$ cat config.mk
export PLATFORM = sky130hd
export DESIGN_NAME = system_clock_select_guard
export DESIGN_NICKNAME = d
export VERILOG_FILES = /design/src/hdl/clock_select_pkg.sv /design/src/hdl/gap_timer.sv /design/src/hdl/system_clock_select_guard.sv
export SDC_FILE = /design/constraint.sdc
export NUM_CORES = 1
export LEC_CHECK = 0
export CORE_MARGIN = 10
export CORE_UTILIZATION = 65
export CTS_CLUSTER_DIAMETER = 40
export DETAILED_ROUTE_END_ITERATION = 10
export DONT_BUFFER_PORTS = 1
export GPL_TIMING_DRIVEN = 0
export PLACE_DENSITY = 0.81
export SYNTH_ARGS = -nofsm -noshare
export SYNTH_HDL_FRONTEND = slang
export SYNTH_SLANG_ARGS = --single-unit
$ cat constraint.sdc
create_clock -name clock -period 4.55 [get_ports clock]
set_clock_uncertainty 0.1 [all_clocks]
set_input_delay 0.6825 -clock clock [delete_from_list [all_inputs] [get_ports clock]]
set_output_delay 0.6825 -clock clock [all_outputs]
set_load 0.01 [all_outputs]
$ cat src/hdl/clock_select_pkg.sv
// Shared constants and types for the system clock select guard
package clock_select_pkg;

  // ----------------------------------------------------------------
  // Register map
  // ----------------------------------------------------------------
  localparam logic [7:0] CTRL_OFFSET    = 8'h00;
  localparam logic [7:0] STATUS_OFFSET  = 8'h04;
  localparam logic [7:0] SCRATCH_OFFSET = 8'h08;
  localparam int         ADDR_WIDTH     = 8;

  // ----------------------------------------------------------------
  // Control register fields and values
  // ----------------------------------------------------------------
  localparam logic [7:0] CTRL_RESET   = 8'hA0;
  localparam logic [7:0] UNLOCK_FIRST = 8'hE7;
  localparam logic [7:0] UNLOCK_SECOND = 8'h18;

  localparam logic [2:0] SRC_PREC_FAST = 3'h0;
  localparam logic [2:0] SRC_PREC_SLOW = 3'h1;
  localparam logic [2:0] SRC_CRYSTAL   = 3'h2;
  localparam logic [2:0] SRC_SLOW_OSC  = 3'h3;
  localparam logic [2:0] SRC_EXT_PIN   = 3'h4;

  // Status register bit positions
  localparam int ST_PRIM_PEND  = 0;
  localparam int ST_SLOW_PEND  = 1;
  localparam int ST_FALLBACK   = 2;
  localparam int ST_SLOW_FAIL  = 3;
  localparam int ST_HALTED     = 4;
  localparam int ST_LOCK_LSB   = 5;
  localparam int ST_ACTIVE_LSB = 8;

  // ----------------------------------------------------------------
  // Timing
  // ----------------------------------------------------------------
  localparam int CLOCK_PERIOD_NS        = 4;
  localparam int PRIMARY_FAIL_PERIOD_NS = 1000000;
  localparam int PRIMARY_FAIL_CYCLES    = PRIMARY_FAIL_PERIOD_NS / CLOCK_PERIOD_NS;
  localparam int SLOW_FAIL_CYCLES       = 8004;
  localparam int TIMER_WIDTH            = 18;

  localparam logic [1:0] RESP_OKAY   = 2'h0;
  localparam logic [1:0] RESP_SLVERR = 2'h2;

  // ----------------------------------------------------------------
  // Types
  // ----------------------------------------------------------------
  typedef struct packed {
    logic       precisionEn;
    logic       crystalEn;
    logic       slowOscEn;
    logic       primaryDetectEn;
    logic       slowDetectEn;
    logic [2:0] sourceSel;
  } clockCtrl_type;

  typedef enum logic [1:0] {
    LOCKED    = 2'b00,
    GOT_FIRST = 2'b01,
    UNLOCKED  = 2'b11
  } unlock_type;

endpackage

$ cat src/hdl/gap_timer.sv
// Counts advance steps since the last restart and pulses each time the count wraps at the limit
`timescale 1ns/1ps
module gap_timer
  import clock_select_pkg::*;
#(
  parameter int LIMIT = 8004
)
(
  input  wire logic clock,
  input  wire logic rst,
  input  wire logic enable,
  input  wire logic advance,
  input  wire logic restart,
  output logic      expired
);

  localparam logic [TIMER_WIDTH-1:0] LAST = TIMER_WIDTH'(LIMIT - 1);

  logic [TIMER_WIDTH-1:0] count_q;

  // A restart always wins, so a live clock never lets the count reach the limit
  always_ff @(posedge clock)
  begin
    if (rst || !enable || restart)
      count_q <= '0;
    else if (advance && count_q == LAST)
      count_q <= '0;
    else if (advance)
      count_q <= count_q + TIMER_WIDTH'(1);
  end

  always_ff @(posedge clock)
  begin
    if (rst)
      expired <= 1'b0;
    else
      expired <= enable && !restart && advance && count_q == LAST;
  end

endmodule

$ cat src/hdl/system_clock_select_guard.sv
// System clock source selection with write unlock and clock failure guards
//
// Function
// - Control register unlocks only after writes E7h then 18h, in that order.
// - Next write after unlock updates the register and relocks it at once.
// - Writes outside the correct unlock order leave the register unchanged.
// - Unlock steps need not be adjacent; other register accesses keep state.
// - Detection may be re-enabled any time after a successful source write.
// - Precision oscillator enabled out of reset and stays on until cleared.
// - Primary failure raises an event and forces the supervision oscillator.
// - Fallback happens only while the supervision oscillator is enabled.
// - Primary failure flagged when system clock falls below about 1 kHz.
// - Supervision oscillator failure raises an event, source unchanged.
// - After supervision failure, primary failure detection stops working.
// - Supervision failure after 8004 system clocks with no supervision edge.
// - No detection and no working source: halt until power-on reset.
// - Precision oscillator selectable at 5.53 MHz or 32.8 kHz.
// - Select codes: 000 fast, 001 slow, 010 crystal, 011 supervision, 100 pin.
//
// Our own choices: the AXI4-Lite slave port and the register offsets.
`timescale 1ns/1ps
module system_clock_select_guard
  import clock_select_pkg::*;
#(
  parameter int PRIMARY_LIMIT = PRIMARY_FAIL_CYCLES,
  parameter int SLOW_LIMIT    = SLOW_FAIL_CYCLES
)
(
  input  wire logic                  clock,
  input  wire logic                  rst,
  input  wire logic [ADDR_WIDTH-1:0] awaddr,
  input  wire logic                  awvalid,
  output logic                       awready,
  input  wire logic [31:0]           wdata,
  input  wire logic [3:0]            wstrb,
  input  wire logic                  wvalid,
  output logic                       wready,
  output logic [1:0]                 bresp,
  output logic                       bvalid,
  input  wire logic                  bready,
  input  wire logic [ADDR_WIDTH-1:0] araddr,
  input  wire logic                  arvalid,
  output logic                       arready,
  output logic [31:0]                rdata,
  output logic [1:0]                 rresp,
  output logic                       rvalid,
  input  wire logic                  rready,
  input  wire logic                  sysClockTick,
  input  wire logic                  slowOscTick,
  input  wire logic                  primaryFailAck,
  input  wire logic                  slowFailAck,
  output logic                       primaryFailPending,
  output logic                       slowFailPending,
  output clockCtrl_type              oscEnables,
  output logic [2:0]                 activeSource,
  output logic                       halted
);

  // ----------------------------------------------------------------
  // Decode
  // ----------------------------------------------------------------
  function automatic logic [1:0] decodeSlot(input logic [ADDR_WIDTH-1:0] addr);
    logic [1:0] slot;
    slot = 2'h3;
    if (addr == CTRL_OFFSET)
      slot = 2'h0;
    else if (addr == STATUS_OFFSET)
      slot = 2'h1;
    else if (addr == SCRATCH_OFFSET)
      slot = 2'h2;
    return slot;
  endfunction

  // Every select code that has a live oscillator behind it
  function automatic logic sourceUsable(input clockCtrl_type c, input logic [2:0] sel);
    logic ok;
    ok = 1'b0;
    case (sel)
      SRC_PREC_FAST, SRC_PREC_SLOW: ok = c.precisionEn;
      SRC_CRYSTAL:                  ok = c.crystalEn;
      SRC_SLOW_OSC:                 ok = c.slowOscEn;
      SRC_EXT_PIN:                  ok = 1'b1;
      default:                      ok = 1'b0;
    endcase
    return ok;
  endfunction

  clockCtrl_type ctrl_q;
  unlock_type    lock_q;
  logic [31:0]   scratch_q;
  logic          fallback_q;
  logic          slowFailed_q;
  logic          writeFire;
  logic [1:0]    writeSlot;
  logic          ctrlWrite;
  logic          primaryExpired;
  logic          slowExpired;
  logic          primaryDetectLive;
  logic          haltNow;

  // ----------------------------------------------------------------
  // Write channel
  // ----------------------------------------------------------------
  // Address and data are taken together so neither is accepted without the other
  always_ff @(posedge clock)
  begin
    if (rst)
    begin
      awready <= 1'b0;
      wready  <= 1'b0;
    end
    else
    begin
      awready <= awvalid && wvalid && !awready && !bvalid;
      wready  <= awvalid && wvalid && !awready && !bvalid;
    end
  end

  assign writeFire = awready && awvalid && wready && wvalid;
  assign writeSlot = decodeSlot(awaddr);
  assign ctrlWrite = writeFire && writeSlot == 2'h0 && wstrb[0];

  always_ff @(posedge clock)
  begin
    if (rst)
    begin
      bvalid <= 1'b0;
      bresp  <= RESP_OKAY;
    end
    else if (writeFire)
    begin
      bvalid <= 1'b1;
      bresp  <= (writeSlot == 2'h3) ? RESP_SLVERR : RESP_OKAY;
    end
    else if (bready)
      bvalid <= 1'b0;
  end

  always_ff @(posedge clock)
  begin
    if (rst)
      scratch_q <= 32'h00000000;
    else if (writeFire && writeSlot == 2'h2)
    begin
      for (int b = 0; b < 4; b++)
        if (wstrb[b])
          scratch_q[b*8 +: 8] <= wdata[b*8 +: 8];
    end
  end

  // ----------------------------------------------------------------
  // Unlock sequence
  // ----------------------------------------------------------------
  // Only writes to the control word move this machine; other slots leave it alone
  always_ff @(posedge clock)
  begin
    if (rst)
      lock_q <= LOCKED;
    else if (ctrlWrite)
    begin
      case (lock_q)
        LOCKED:    lock_q <= (wdata[7:0] == UNLOCK_FIRST) ? GOT_FIRST : LOCKED;
        GOT_FIRST: lock_q <= (wdata[7:0] == UNLOCK_SECOND) ? UNLOCKED :
                             (wdata[7:0] == UNLOCK_FIRST) ? GOT_FIRST : LOCKED;
        UNLOCKED:  lock_q <= LOCKED;
        default:   lock_q <= LOCKED;
      endcase
    end
  end

  always_ff @(posedge clock)
  begin
    if (rst)
      ctrl_q <= clockCtrl_type'(CTRL_RESET);
    else if (ctrlWrite && lock_q == UNLOCKED)
      ctrl_q <= clockCtrl_type'(wdata[7:0]);
  end

  // ----------------------------------------------------------------
  // Failure detection
  // ----------------------------------------------------------------
  // Primary detector goes blind once the supervision clock is gone or a fallback to it is in force
  assign primaryDetectLive = ctrl_q.primaryDetectEn && !slowFailed_q && !fallback_q;

  gap_timer #(
    .LIMIT   (PRIMARY_LIMIT)
  ) primaryTimer (
    .clock   (clock),
    .rst     (rst),
    .enable  (primaryDetectLive),
    .advance (1'b1),
    .restart (sysClockTick),
    .expired (primaryExpired)
  );

  gap_timer #(
    .LIMIT   (SLOW_LIMIT)
  ) slowTimer (
    .clock   (clock),
    .rst     (rst),
    .enable  (ctrl_q.slowDetectEn && !slowFailed_q),
    .advance (sysClockTick),
    .restart (slowOscTick),
    .expired (slowExpired)
  );

  always_ff @(posedge clock)
  begin
    if (rst)
      slowFailed_q <= 1'b0;
    else if (slowExpired)
      slowFailed_q <= 1'b1;
  end

  // Fallback holds until software commits a fresh source selection
  always_ff @(posedge clock)
  begin
    if (rst)
      fallback_q <= 1'b0;
    else if (primaryExpired && ctrl_q.slowOscEn)
      fallback_q <= 1'b1;
    else if (ctrlWrite && lock_q == UNLOCKED)
      fallback_q <= 1'b0;
  end

  // Set wins over acknowledge so an event in the ack cycle is kept
  always_ff @(posedge clock)
  begin
    if (rst)
      primaryFailPending <= 1'b0;
    else if (primaryExpired)
      primaryFailPending <= 1'b1;
    else if (primaryFailAck)
      primaryFailPending <= 1'b0;
  end

  always_ff @(posedge clock)
  begin
    if (rst)
      slowFailPending <= 1'b0;
    else if (slowExpired)
      slowFailPending <= 1'b1;
    else if (slowFailAck)
      slowFailPending <= 1'b0;
  end

  // ----------------------------------------------------------------
  // Source outputs and halt
  // ----------------------------------------------------------------
  // A supervision failure never moves the source, only a primary fallback does
  always_ff @(posedge clock)
  begin
    if (rst)
      activeSource <= SRC_PREC_FAST;
    else if (fallback_q || (primaryExpired && ctrl_q.slowOscEn))
      activeSource <= SRC_SLOW_OSC;
    else
      activeSource <= ctrl_q.sourceSel;
  end

  always_ff @(posedge clock)
  begin
    if (rst)
      oscEnables <= clockCtrl_type'(CTRL_RESET);
    else
      oscEnables <= ctrl_q;
  end

  assign haltNow = !sourceUsable(ctrl_q, activeSource) &&
                   !(primaryDetectLive && ctrl_q.slowOscEn);

  // Sticky: only the reset line, which stands for power-on, brings it back
  always_ff @(posedge clock)
  begin
    if (rst)
      halted <= 1'b0;
    else if (haltNow)
      halted <= 1'b1;
  end

  // ----------------------------------------------------------------
  // Read channel
  // ----------------------------------------------------------------
  always_ff @(posedge clock)
  begin
    if (rst)
      arready <= 1'b0;
    else
      arready <= arvalid && !arready && !rvalid;
  end

  always_ff @(posedge clock)
  begin
    if (rst)
    begin
      rvalid <= 1'b0;
      rdata  <= 32'h00000000;
      rresp  <= RESP_OKAY;
    end
    else if (arready && arvalid)
    begin
      rvalid <= 1'b1;
      rresp  <= RESP_OKAY;
      rdata  <= 32'h00000000;
      case (decodeSlot(araddr))
        2'h0: rdata[7:0] <= ctrl_q;
        2'h1:
        begin
          rdata[ST_PRIM_PEND]                 <= primaryFailPending;
          rdata[ST_SLOW_PEND]                 <= slowFailPending;
          rdata[ST_FALLBACK]                  <= fallback_q;
          rdata[ST_SLOW_FAIL]                 <= slowFailed_q;
          rdata[ST_HALTED]                    <= halted;
          rdata[ST_LOCK_LSB +: 2]             <= lock_q;
          rdata[ST_ACTIVE_LSB +: 3]           <= activeSource;
        end
        2'h2: rdata <= scratch_q;
        default: rresp <= RESP_SLVERR;
      endcase
    end
    else if (rready)
      rvalid <= 1'b0;
  end
endmodule

== Word level (Yosys, flattened, before mapping) ==
Index checks and enable logic that the tools add are counted.

* Reductions and logical operators: 62
* Order comparisons: 0
* Shift operators: 0
* Add/subtract/negate cells: 2
* Eq/ne operators: 18
* $mul: 0
* Div/mod/pow operators: 0
* Mux-type cells: 29
* Bitwise logic cells: 0

{| class="wikitable"
|+ Operators by type and width
! operator !! count
|-
| adder 18 x 1 -> 18 bit, second input constant || 2
|-
| logical AND 1 bit || 25
|-
| 2-to-1 mux 21 bit || 1
|-
| one-hot mux 7 bit (3 select lines) || 1
|-
| 2-to-1 mux 2 bit || 10
|-
| equality test 18 x 13 -> 1 bit, second input constant || 1
|-
| equality test 18 bit, second input constant || 1
|-
| equality test 8 x 3 -> 1 bit, second input constant || 2
|-
| equality test 8 x 4 -> 1 bit, second input constant || 2
|-
| logical NOT 8 bit || 2
|-
| 2-to-1 mux 1 bit || 13
|-
| logical NOT 1 bit || 12
|-
| nonzero test 2 bit || 5
|-
| equality test 2 bit, second input constant || 4
|-
| equality test 8 x 5 -> 1 bit, second input constant || 1
|-
| equality test 8 bit, second input constant || 1
|-
| AND reduction 2 bit || 4
|-
| OR reduction 2 bit || 4
|-
| equality test 3 x 2 -> 1 bit, second input constant || 2
|-
| logical NOT 2 bit || 3
|-
| one-hot mux 3 bit (2 select lines) || 1
|-
| logical OR 1 bit || 5
|-
| equality test 2 x 1 -> 1 bit, second input constant || 2
|-
| one-hot mux 1 bit (4 select lines) || 1
|-
| 6 further kinds || 6
|}

* Bits in latches: 0
* Flip-flop bits (word level): 136
* ROM bits: 0
* Logic and storage cells: 146
* Memory bits (writable): 0
* Memories: 0
* Output and inout bits: 55

== Depth between registers and ports, before layout ==
Gate-level depths: netlist of the first run.

* Word-level depth: 10
* Depth in mapped cells: 10
* Depth with buffers taken out: 9

== Cells and area by module ==
Synthesis of the first run repeated with hierarchy kept, for this count alone.

* Cell total of the unflattened synthesis: 609
* Area, all modules: 5595.4 um^2

{| class="wikitable"
|+ By module, submodules not included
! module !! instances !! cells an instance !! area an instance (um^2)
|-
| system_clock_select_guard || 1 || 407 || 3763.6
|-
| gap_timer (primaryTimer) || 1 || 102 || 923.4
|-
| gap_timer (slowTimer) || 1 || 100 || 908.4
|}

== Least setup slack after synthesis of the first run ==
No wires, ideal clock.

* Path type: input -> register
* Start: input port araddr[7]
* End: register rdata[1]
* Buffers on the path: 1
* Path slack: 2.112 ns
* Arrival: 2.211 ns
* Stages on the path: 10
* Data required time: 4.322 ns
* Setup time: 0.128 ns
* Cell sequence: nor4_1 > nand2_1 > nor2_1 > inv_1 > ha_1 > clkbuf_1 > a222oi_1 > nor3_1 > a21oi_1 > nor2_1

* Cells in the longest elaborated chain, start to end: 8

{| class="wikitable"
|+ RTL lines
! what !! line !! source
|-
| start: declaration || system_clock_select_guard.sv:41 || <nowiki>input wire logic [ADDR_WIDTH-1:0] araddr,</nowiki>
|-
| equality test 8 x 4 -> 1 bit || system_clock_select_guard.sv:69 || <nowiki>else if (addr == SCRATCH_OFFSET)</nowiki>
|-
| 2-to-1 mux 1 bit || system_clock_select_guard.sv:69 ||
|-
| 2-to-1 mux 2 bit || system_clock_select_guard.sv:67 || <nowiki>else if (addr == STATUS_OFFSET)</nowiki>
|-
| 2-to-1 mux 2 bit * || system_clock_select_guard.sv:65 || <nowiki>if (addr == CTRL_OFFSET)</nowiki>
|-
| 2-to-1 mux 2 bit * || system_clock_select_guard.sv:300 || <nowiki>else if (arready && arvalid)</nowiki>
|-
| 2-to-1 mux 2 bit * || system_clock_select_guard.sv:294 || <nowiki>if (rst)</nowiki>
|-
| equality test 2 bit (tied with other cells) || system_clock_select_guard.sv:305 || <nowiki>case (decodeSlot(araddr))</nowiki>
|-
| one-hot mux 7 bit (3 select lines) * || system_clock_select_guard.sv:305 ||
|-
| end signal: assignment || system_clock_select_guard.sv:306 || <nowiki>2'h0: rdata[7:0] <= ctrl_q;</nowiki>
|-
| end signal: indexed assignment || system_clock_select_guard.sv:309 || <nowiki>rdata[ST_PRIM_PEND] <= primaryFailPending;</nowiki>
|-
| end signal: indexed assignment || system_clock_select_guard.sv:310 || <nowiki>rdata[ST_SLOW_PEND] <= slowFailPending;</nowiki>
|-
| end: declaration || system_clock_select_guard.sv:44 || <nowiki>output logic [31:0] rdata,</nowiki>
|}

Every way passes the cells marked *; elsewhere a longest branch is shown, timed or not. The select of a mux whose other input is x is not followed.
A chain may end at the register's enable or synchronous reset.

== Worst setup path after layout of the first run ==
* Start: input port araddr[7]
* End: register rdata[14]

* Cells in the longest elaborated chain, start to end: 8

{| class="wikitable"
|+ RTL lines
! what !! line !! source
|-
| equality test 8 x 4 -> 1 bit || system_clock_select_guard.sv:69 ||
|-
| 2-to-1 mux 1 bit || system_clock_select_guard.sv:69 ||
|-
| 2-to-1 mux 2 bit || system_clock_select_guard.sv:67 ||
|-
| 2-to-1 mux 2 bit * || system_clock_select_guard.sv:65 ||
|-
| 2-to-1 mux 2 bit * || system_clock_select_guard.sv:300 ||
|-
| 2-to-1 mux 2 bit * || system_clock_select_guard.sv:294 ||
|-
| equality test 2 bit * || system_clock_select_guard.sv:305 ||
|-
| 2-to-1 mux 21 bit * || system_clock_select_guard.sv:305 ||
|-
| end signal: indexed assignment || system_clock_select_guard.sv:309 ||
|-
| end signal: indexed assignment || system_clock_select_guard.sv:310 ||
|-
| end signal: indexed assignment || system_clock_select_guard.sv:311 || <nowiki>rdata[ST_FALLBACK] <= fallback_q;</nowiki>
|}

Marked as above.

==> reports/summary.txt, run 1 <==
Run status: complete, no violations
Final #Nets: 684
Worst hold path class: input port to flop
Pin count of the biggest net entering global routing: 17
PD cells: 402.9 mW/mm²
Met2 wire length: 6885 µm
MaxCap Viol Count: 0
Post-Syn Instances: 594
Synth Flop Type: dfxtp_1
Area of the multi-input gates: 0.002562 mm²
Row count: 33
Setup TNS Final: 0 ns
Seq/Total Area, Yosys: 49.22%
Slew headroom: 48.06%
Synth Cell Area: 0.005450 mm²
Setup bufs post-CTS: 0
Fraction of registers with async set or reset after synthesis: 0%
CTS tree: done
Req. time, crit path: 4.88 ns
Synthesized area per cell: 9.175 µm²
DIE HEIGHT: 111.6 µm
Layout cells sized above 1: 7.974%
Slew @ Worst Pin: 0.7733 ns
Port Buffers: 0
RSZ-0062 raised after global routing: false
Inserted Clock Buffers: 17
Fraction of the cycle the final worst path needs: 54.93%
Distinct cell type count after synthesis: 48
Clock latency on the worst-skew pair: 0.51 ns
Drt pass-1 iters: 6
Die width: 111.6 µm
Root buf cell: clkbuf_8
Worst Setup Slack, final: 2.051 ns
Top sig layer: met4
Starting density of the core: 66.67%
Die area: 0.01245 mm²
Endpoint class of the critical path: flop
FF/Latch Area: 0.002683 mm²
Post-layout minimum cycle time: 2.500 ns
CP arrival: 2.83 ns
Overall power: 2470 µW
Total routed wirelength: 13880 µm
Ys Warns: 0
Most used cell, CP: clkbuf_1
1st-iter DRT viols: 340
Fill cell count: 541
Via count: 4479
Crit Path Max Fanout: 10
Critical Path, Cell by Cell: nor4_1, nand2_1, nor2_1, ha_1, clkbuf_1, clkbuf_1, nand3_1, a21oi_1
Remaining antenna violation count after routing: 0
# IOs: 118
GPL Wtd Cong: 0.8501
Met3 WL post-DR: 1463 µm
Layout Utilization: 74.99%
M1 WL: 5211 µm
Area growth syn-to-layout: 12.49%
Yosys reg bits: 134
Vias in the first global route: 4414
Crit path launch type: input port
Vias per Instance: 6.119
CTS clk-pin slew, worst paths: 0.06 ns
# resized after CTS: 0
Fin. max-slew vios: 0
Largest delay share family, worst path: buffers and inverters
Hold_buf cts: 0
Core box area: 0.008175 mm²
Total GRT Usage: 21.64%
Final routed DRC violation total: 0
Final setup viols: 0
CP max stage delay: 0.44 ns
Post-route design area: 0.006131 mm²
DPL Wire Length: 10240 µm
Post-synth EDFFs: 0
First-pass GRT wire length: 22310 µm
Initial antenna violation count: 0
Place WS: 1.624 ns
Critical path buffer and inverter count: 2
Per-cell routed wire length: 18.96 µm
H-tree levels: 4
Final hold vios: 0
Clock sinks: 134
Max IR drop VDD: 0.2741 mV
Total grt overflow: 0
Critical path's slowest cell: clkbuf_1
Inserted Diodes: 0
Leakage power: 0.002001 µW
CP Class: input port to flop
Clock Path Buffers: 2
Highest clock rate: 0.4001 GHz
Placed instance area: 0.005585 mm²
-- placed cells by master, fill, tap and decap left out, types with 14 or more instances in the layout --
cell type and n:
dfxtp_1 134, nor2_1 97, mux2i_1 44, a21oi_1 43
nand2_1 37, nand3_1 35, xnor2_1 23, clkbuf_1 22
nor3_1 20, inv_1 18, clkbuf_16 16, nor4_1 14
-- through the flow --
step / hold WS (ns) / instances
4_1_cts: 0.1606 / 732
2_1_floorplan: 0.3295 / 595
3_5_place_dp: 0.3545 / 700
5_1_grt: 0.1611 / 732
3_3_place_gp: 0.3415 / 700
6_report: 0.1667 / 732
-- power by group --
part           internal (µW)  switching (µW)
clock network            689             557
registers               1170            3.37
logic                   12.6            33.2
-- state kept, by name, summed over array words and instances (netlist names) --
signal and flops:
activeSource 3, ctrl_q 8, scratch_q 32, bvalid 1, slowTimer.count_q 18, primaryTimer.expired 1, rvalid 1, bresp 1
slowFailed_q 1, fallback_q 1, rresp 1, oscEnables 8, halted 1, slowFailPending 1, arready 1, rdata 32
lock_q 2, slowTimer.expired 1, wready 1, primaryTimer.count_q 18, primaryFailPending 1
-- cells by family after synthesis --
family / share of synthesized area, %
AOI/OAI and AO/OA: 7.599
adders and majority gates: 1.607
xor gates and xnor gates: 4.499
buffers and inverters: 3.834
and+or+nand+nor: 25.09
other: 0.06880
muxes: 8.081
DFF: 49.22
-- worst paths after layout --
path         depth (start not counted)  slack [ns]                               start                                  end
max                                  8        2.05                           araddr[7]               rdata[14]$_SDFFE_PP0P_
min                                  1        0.17                                 rst             oscEnables[4]$_SDFF_PP0_
max reg2reg                          7        2.35  primaryTimer.count_q[4]$_SDFF_PP0_  primaryTimer.count_q[11]$_SDFF_PP0_
min reg2reg                          2        0.36          scratch_q[11]$_SDFFE_PP0P_               rdata[11]$_SDFFE_PP0P_
-- synthesized netlist by cell type (2+ instances only) --
cell type	n	area share [%]
nand2b_1	5	0.57
buf_2	2	0.18
or2_2	3	0.34
and3_1	3	0.34
buf_4	3	0.41
nand3b_1	6	0.83
nor4b_1	5	0.80
mux2i_1	44	8.1
clkbuf_1	22	1.5
nand2_1	37	2.5
nor3_1	20	1.8
or4_1	3	0.41
nor2_1	97	6.7
a211oi_1	2	0.28
ha_1	7	1.6
a22o_1	3	0.48
a222oi_1	7	1.3
nor4_1	14	1.6
inv_1	18	1.2
nor2b_1	5	0.57
xor2_1	5	0.80
a21oi_1	43	3.9
nor4_4	4	1.6
nand3_1	35	3.2
buf_1	4	0.28
or3_1	3	0.34
a22oi_1	5	0.69
nand4_1	10	1.1
nor3b_1	2	0.28
xnor2_1	23	3.7
dfxtp_1	134	49
o21ai_0	3	0.28
nand4bb_1	2	0.41
-- final cells by class --
cell class | count | area share [%]
sequential | 134 | 43.76
multi-input combinational | 411 | 41.80
clock buffer | 17 | 6.755
buffer | 32 | 2.306
clock inverter | 15 | 2.143
tap | 105 | 2.143
inverter | 18 | 1.102
-- layer usage --
| layer | GRT usage, % | up-vias |
|---|---|---|
| li1 | - | 2110 |
| met1 | 23.72 | 2110 |
| met2 | 36.97 | 228 |
| met3 | 7.998 | 31 |
| met4 | 9.083 | 0 |
| met5 | 0 | - |
Power figures use the tool's default switching activity.
==> run 2: changes to the inputs <==
--- a/config.mk
+++ b/config.mk
@@ -6,12 +6,12 @@
 export NUM_CORES = 1
 export LEC_CHECK = 0
 export CORE_MARGIN = 10
-export CORE_UTILIZATION = 65
+export CORE_UTILIZATION = 63
 export CTS_CLUSTER_DIAMETER = 40
 export DETAILED_ROUTE_END_ITERATION = 10
 export DONT_BUFFER_PORTS = 1
 export GPL_TIMING_DRIVEN = 0
-export PLACE_DENSITY = 0.81
+export PLACE_DENSITY = 0.79
 export SYNTH_ARGS = -nofsm -noshare
 export SYNTH_HDL_FRONTEND = slang
 export SYNTH_SLANG_ARGS = --single-unit
==> constraint.sdc (replaced) <==
create_clock -name clock -period 2.4 [get_ports clock]
set_clock_uncertainty 0.1 [all_clocks]
set_input_delay 0.36 -clock clock [delete_from_list [all_inputs] [get_ports clock]]
set_output_delay 0.36 -clock clock [all_outputs]
set_load 0.01 [all_outputs]
==> reports/summary.txt, run 2 (synthesis results as in run 1) <==
MaxCap Viol Count: 0 (unchanged)
Final setup viols: 0 (unchanged)
Die area: 0.01277 mm² (+2.6%)
Fraction of the cycle the final worst path needs: 92.90%
CP Class: flop to flop
Met1 Track Usage GR: 25.37% (+1.7 points)
Inserted Clock Buffers: 17 (unchanged)
Clock latency on the worst-skew pair: 0.51 ns (about the same)
Crit Path Max Fanout: 9 (-1)
FF-to-FF End: scratch_q[0]$_SDFFE_PP0P_
CP arrival: 2.50 ns (-0.33 ns)
Hold WS: 0.01589 ns (-0.1508 ns)
# IOs: 118 (unchanged)
Launching point of the worst reg2reg path: wready$_SDFF_PP0_
Final #Nets: 725 (+6.0%)
Row count: 33 (unchanged)
Req. time, crit path: 2.67 ns (-2.21 ns)
Fin. max-slew vios: 0 (unchanged)
Total routed wirelength: 15400 µm (+11%)
Initial antenna violation count: 1 (+1)
PD cells: 746.4 mW/mm² (+85%)
Setup bufs post-CTS: 0 (unchanged)
Vias per Instance: 6.174 (+0.90%)
Via count: 4785 (+6.8%)
Total GRT Usage: 23.54% (+1.9 points)
Root buf cell: clkbuf_8
Overall power: 4918 µW (+99%)
H-tree levels: 4 (unchanged)
Critical Path Source: wready$_SDFF_PP0_
Most frequent cells in the layout: 134 x dfxtp_1, 97 x nor2_1, 44 x mux2i_1
Remaining antenna violation count after routing: 0 (unchanged)
Crit path launch type: flop
Core box area: 0.008299 mm² (+1.5%)
Per-cell routed wire length: 19.87 µm (+4.8%)
Run status: complete, no violations
Slew @ Worst Pin: 0.8395 ns (+0.06627 ns)
Clock Path Buffers: 2 (unchanged)
Highest clock rate: 0.4485 GHz
Area growth syn-to-layout: 20.89%
Commonest non-fill, non-tap cell in the layout: dfxtp_1
Starting density of the core: 65.67% (-1.0 points)
Layout cells sized above 1: 7.635% (-0.34 points)
Worst hold path class: input port to flop
Clock sinks: 134 (unchanged)
Final routed DRC violation total: 0 (unchanged)
Endpoint class of the critical path: flop
Largest regs: rdata: 32 flops, scratch_q: 32 flops
DIE HEIGHT: 113.0 µm (+1.3%)
Gr busiest metal: met2
Met3 Use GR: 7.660% (-0.34 points)
Max IR drop VDD: 0.5828 mV (+110%)
DPL Wire Length: 10400 µm (+1.6%)
RSZ-0062 raised after global routing: false
Post-layout minimum cycle time: 2.230 ns
R2r setup slk: 0.17 ns (-2.18 ns)
CTS clk-pin slew, worst paths: 0.06 ns (about the same)
Leakage power: 0.002200 µW (+9.9%)
Routing usage on met2: 41.94% (+5.0 points)
Drt pass-1 iters: 7 (+1)
GPL Wtd Cong: 0.8769 (+3.2%)
Pin count of the biggest net entering global routing: 17 (unchanged)
Worst setup path endpoint: scratch_q[0]$_SDFFE_PP0P_
Slew headroom: 43.61% (-4.5 points)
Worst Reg-to-Reg Cells: 4 (-3)
Final hold vios: 0 (unchanged)
Port Buffers: 0 (unchanged)
Total grt overflow: 0 (unchanged)
Vias in the first global route: 4808 (+8.9%)
1st-iter DRT viols: 445 (+31%)
CTS tree: done
First-pass GRT wire length: 24580 µm (+10%)
Die width: 113.0 µm (+1.3%)
[run 2: cell types whose count changed in the layout (fill, tap and decap cells not counted)]
cell,delta
bufinv_16,+2
clkbuf_1,-1
clkbuf_2,+1
clkinv_2,+1
clkinv_4,+4
clkinvlp_4,-2
diode_2,+2
dlygate4sd3_1,+41
inv_6,-5
[run 2: area by class of cell]
type | count | area (µm²)
multi-input combinational | 411 | 2562
antenna | 2 | 5.005
timing repair buffer | 41 | 410.4
buffer | 32 | 142.6
clock buffer | 17 | 414.1
sequential | 134 | 2683
fill | 532 | 1710
tap | 105 | 131.4
clock inverter | 15 | 172.7
inverter | 18 | 67.56
[run 2: layer usage]
metal,up-vias,wire (µm)
met3,38,1486
met2,253,7811
met4,0,297
met1,2290,5805
li1,2204,-
met5,-,0
[run 2: stage by stage]
stage               util, %  worst slack (ns)  std cells  setup TNS, ns  cell area (µm²)
floorplan                 -            0.2841        595              0             5454
global placement      67.30           -0.1880        700         -3.820             5585
detailed placement    67.30           -0.2403        700         -4.990             5585
CTS                   79.32            0.2132        773              0             6583
global route          79.36          0.001243        774              0             6586
finish                79.39            0.1704        775              0             6589
[run 2: power breakdown]
part	switching, µW	internal (µW)	leakage (µW)
registers	6.86	2230	0.00108
logic	82.2	68.5	0.000837
clock network	1030	1500	0.000283
[run 2: worst min-delay path by stage]
stage          cells past startpoint                            endpoint  slack [ns]                          startpoint
6_report                           3        slowFailPending$_SDFFE_PP0P_        0.02                         slowFailAck
5_1_grt                            3        slowFailPending$_SDFFE_PP0P_        0.06                         slowFailAck
4_1_cts                            3        slowFailPending$_SDFFE_PP0P_        0.02                         slowFailAck
3_5_place_dp                       1            oscEnables[2]$_SDFF_PP0_        0.35                                 rst
3_3_place_gp                       1  primaryTimer.count_q[0]$_SDFF_PP0_        0.34  primaryTimer.count_q[0]$_SDFF_PP0_
2_1_floorplan                      1  primaryTimer.count_q[0]$_SDFF_PP0_        0.33  primaryTimer.count_q[0]$_SDFF_PP0_
[run 2: timing repair]
item,in CTS,in global routing
setup endpoints to repair,0,1
resized for setup,0,2
hold endpoints to repair,52,0
hold buffers,41,0
[run 2: critical path, stage by stage, from the launching register on]
cell	delay, ns
dfxtp_1	0.46
nand3_2	0.32
nor4_4	0.85
mux2i_1	0.30
nor2_1	0.06
==> run 3: changes to the inputs <==
--- a/config.mk
+++ b/config.mk
@@ -6,12 +6,12 @@
 export NUM_CORES = 1
 export LEC_CHECK = 0
 export CORE_MARGIN = 10
-export CORE_UTILIZATION = 63
+export CORE_UTILIZATION = 55
 export CTS_CLUSTER_DIAMETER = 40
 export DETAILED_ROUTE_END_ITERATION = 10
 export DONT_BUFFER_PORTS = 1
 export GPL_TIMING_DRIVEN = 0
-export PLACE_DENSITY = 0.79
+export PLACE_DENSITY = 0.7
 export SYNTH_ARGS = -nofsm -noshare
 export SYNTH_HDL_FRONTEND = slang
 export SYNTH_SLANG_ARGS = --single-unit
==> reports/summary.txt, run 3 (synthesis results as in run 1) <==
Run status: complete, no violations
Vias in the first global route: 4523 (-5.9%)
Clock sinks: 134 (unchanged)
Inserted Clock Buffers: 17 (unchanged)
Top sig layer: met4
Clock latency on the worst-skew pair: 0.53 ns (+0.02 ns)
DIE HEIGHT: 119.5 µm (+5.8%)
Final hold vios: 0 (unchanged)
Final setup viols: 0 (unchanged)
Pin count of the biggest net entering global routing: 17 (unchanged)
Clock Path Buffers: 2 (unchanged)
Starting density of the core: 56.02% (-9.7 points)
Fill cell count: 789 (+48%)
Met2 wire length: 7269 µm (-6.9%)
Final #Nets: 726 (+0.14%)
R2r setup slk: 0.23 ns (+0.06 ns)
Overall power: 5051 µW (+2.7%)
H-tree levels: 4 (unchanged)
Root buf cell: clkbuf_8
Max IR drop VDD: 0.4249 mV (-27%)
Slew @ Worst Pin: 0.7905 ns (-0.04899 ns)
Initial antenna violation count: 0 (-1)
Setup bufs post-CTS: 0 (unchanged)
CP Class: flop to flop
CP arrival: 2.45 ns (-0.05 ns)
Worst Reg-to-Reg Cells: 4 (unchanged)
Total routed wirelength: 14970 µm (-2.8%)
Setup TNS Final: 0 ns (unchanged)
Crit Path Max Fanout: 9 (unchanged)
Area growth syn-to-layout: 22.22%
Post-layout minimum cycle time: 2.171 ns (-0.05825 ns)
PD cells: 758.2 mW/mm² (+1.6%)
Row count: 36 (+9.1%)
Hold Crit Start: wdata[4]
Hold WS: 0.04790 ns (+0.03201 ns)
Worst Hold End: lock_q[0]$_SDFFE_PP0P_
Total GRT Usage: 20.66% (-2.9 points)
CP max stage delay: 0.81 ns (-0.04 ns)
Endpoint class of the critical path: flop
Critical path buffer and inverter count: 0 (unchanged)
Highest clock rate: 0.4605 GHz (+2.7%)
Port Buffers: 0 (unchanged)
CTS clk-pin slew, worst paths: 0.06 ns (about the same)
GPL Wtd Cong: 0.8443 (-3.7%)
Critical Path, Cell by Cell: nand3_2, nor4_4, mux2i_1, nor2_1
Critical path depth in cells: 4 (unchanged)
Inserted Diodes: 0 (-2)
1st-iter DRT viols: 338 (-24%)
Fin. max-slew vios: 0 (unchanged)
Met3 WL post-DR: 1366 µm (-8.1%)
Final routed DRC violation total: 0 (unchanged)
Die width: 119.5 µm (+5.8%)
Largest delay share family, worst path: simple AND/OR/NAND/NOR gates
DPL Wire Length: 10640 µm (+2.3%)
Total grt overflow: 0 (unchanged)
Core box area: 0.009729 mm² (+17%)
Commonest non-fill, non-tap cell in the layout: dfxtp_1
Slew headroom: 46.90% (+3.3 points)
Vias per Instance: 5.746 (-6.9%)
FF-to-FF End: scratch_q[13]$_SDFFE_PP0P_
# IOs: 118 (unchanged)
Worst hold path class: input port to flop
Remaining antenna violation count after routing: 0 (unchanged)
Largest regs: rdata: 32 flops, scratch_q: 32 flops
Most frequent cells in the layout: 134 x dfxtp_1, 97 x nor2_1, 44 x mux2i_1
Critical path's slowest cell: nor4_4
Via count: 4608 (-3.7%)
CTS tree: done
WHS Path Cells: 3 (unchanged)
Die area: 0.01429 mm² (+12%)
M1 WL: 6038 µm (+4.0%)
RSZ-0062 raised after global routing: false
First-pass GRT wire length: 23980 µm (-2.4%)
Crit path launch type: flop
Fraction of the cycle the final worst path needs: 90.47% (-2.4 points)
Leakage power: 0.002211 µW (+0.53%)
MaxCap Viol Count: 0 (unchanged)
Req. time, crit path: 2.68 ns (about the same)
Layout cells sized above 1: 7.623% (-0.011 points)
Per-cell routed wire length: 18.66 µm (-6.1%)
Launching point of the worst reg2reg path: wready$_SDFF_PP0_
Drt pass-1 iters: 5 (-2)
[run 3: layer usage]
layer	up-vias	GRT usage, %
li1	2197	-
met1	2193	23.68
met2	195	34.77
met3	23	7.361
met4	0	7.617
met5	-	0
[run 3: report_power, final]
group / internal (µW) / switching, µW
Clock: 1680 / 985
Combinational: 69.5 / 81.4
Sequential: 2230 / 6.77
Total: 3980 / 1070
[run 3: worst max path at each step]
stage / from / endpoint / slack [ns]
after floorplan: araddr[7] / rdata[1]$_SDFFE_PP0P_ / 0.28
after global placement: araddr[7] / rdata[20]$_SDFFE_PP0P_ / -0.09
after detailed placement: araddr[7] / rdata[21]$_SDFFE_PP0P_ / -0.18
after CTS: wready$_SDFF_PP0_ / scratch_q[22]$_SDFFE_PP0P_ / 0.20
after global routing: araddr[7] / rdata[26]$_SDFFE_PP0P_ / 0.06
final: wready$_SDFF_PP0_ / scratch_q[13]$_SDFFE_PP0P_ / 0.23
[run 3: tightest hold or removal path, stage by stage]
cell	delay [ns]
nor4_1	0.04
nor3_1	0.16
nor3_1	0.06
[run 3: what timing repair did]
item | 4_1_cts | 5_1_grt
hold buffers | 42 | 0
hold endpoints to repair | 53 | 0
gates resized for setup | 0 | 2
setup endpoints to repair | 0 | 5
[run 3: per-stage QoR]
stage	instances	cell area (µm²)	utilization (%)	setup WS, ns
after floorplan	595	5454	-	0.2841
after global placement	728	5620	57.77	-0.09310
after detailed placement	728	5620	57.77	-0.1771
after CTS	802	6660	68.45	0.1998
after global routing	802	6661	68.47	0.06322
final	802	6661	68.47	0.2287
[run 3: final cells by class]
class / instances / area, µm² / share of cell area [%]
clock buffers: 20 / 455.4 / 6.837
repair buffers: 42 / 420.4 / 6.311
multi-input cells: 411 / 2562 / 38.47
inverters: 18 / 67.56 / 1.014
well taps: 133 / 166.4 / 2.498
flip-flops and latches: 134 / 2683 / 40.27
plain buffers: 32 / 142.6 / 2.141
clock inverters: 12 / 163.9 / 2.461
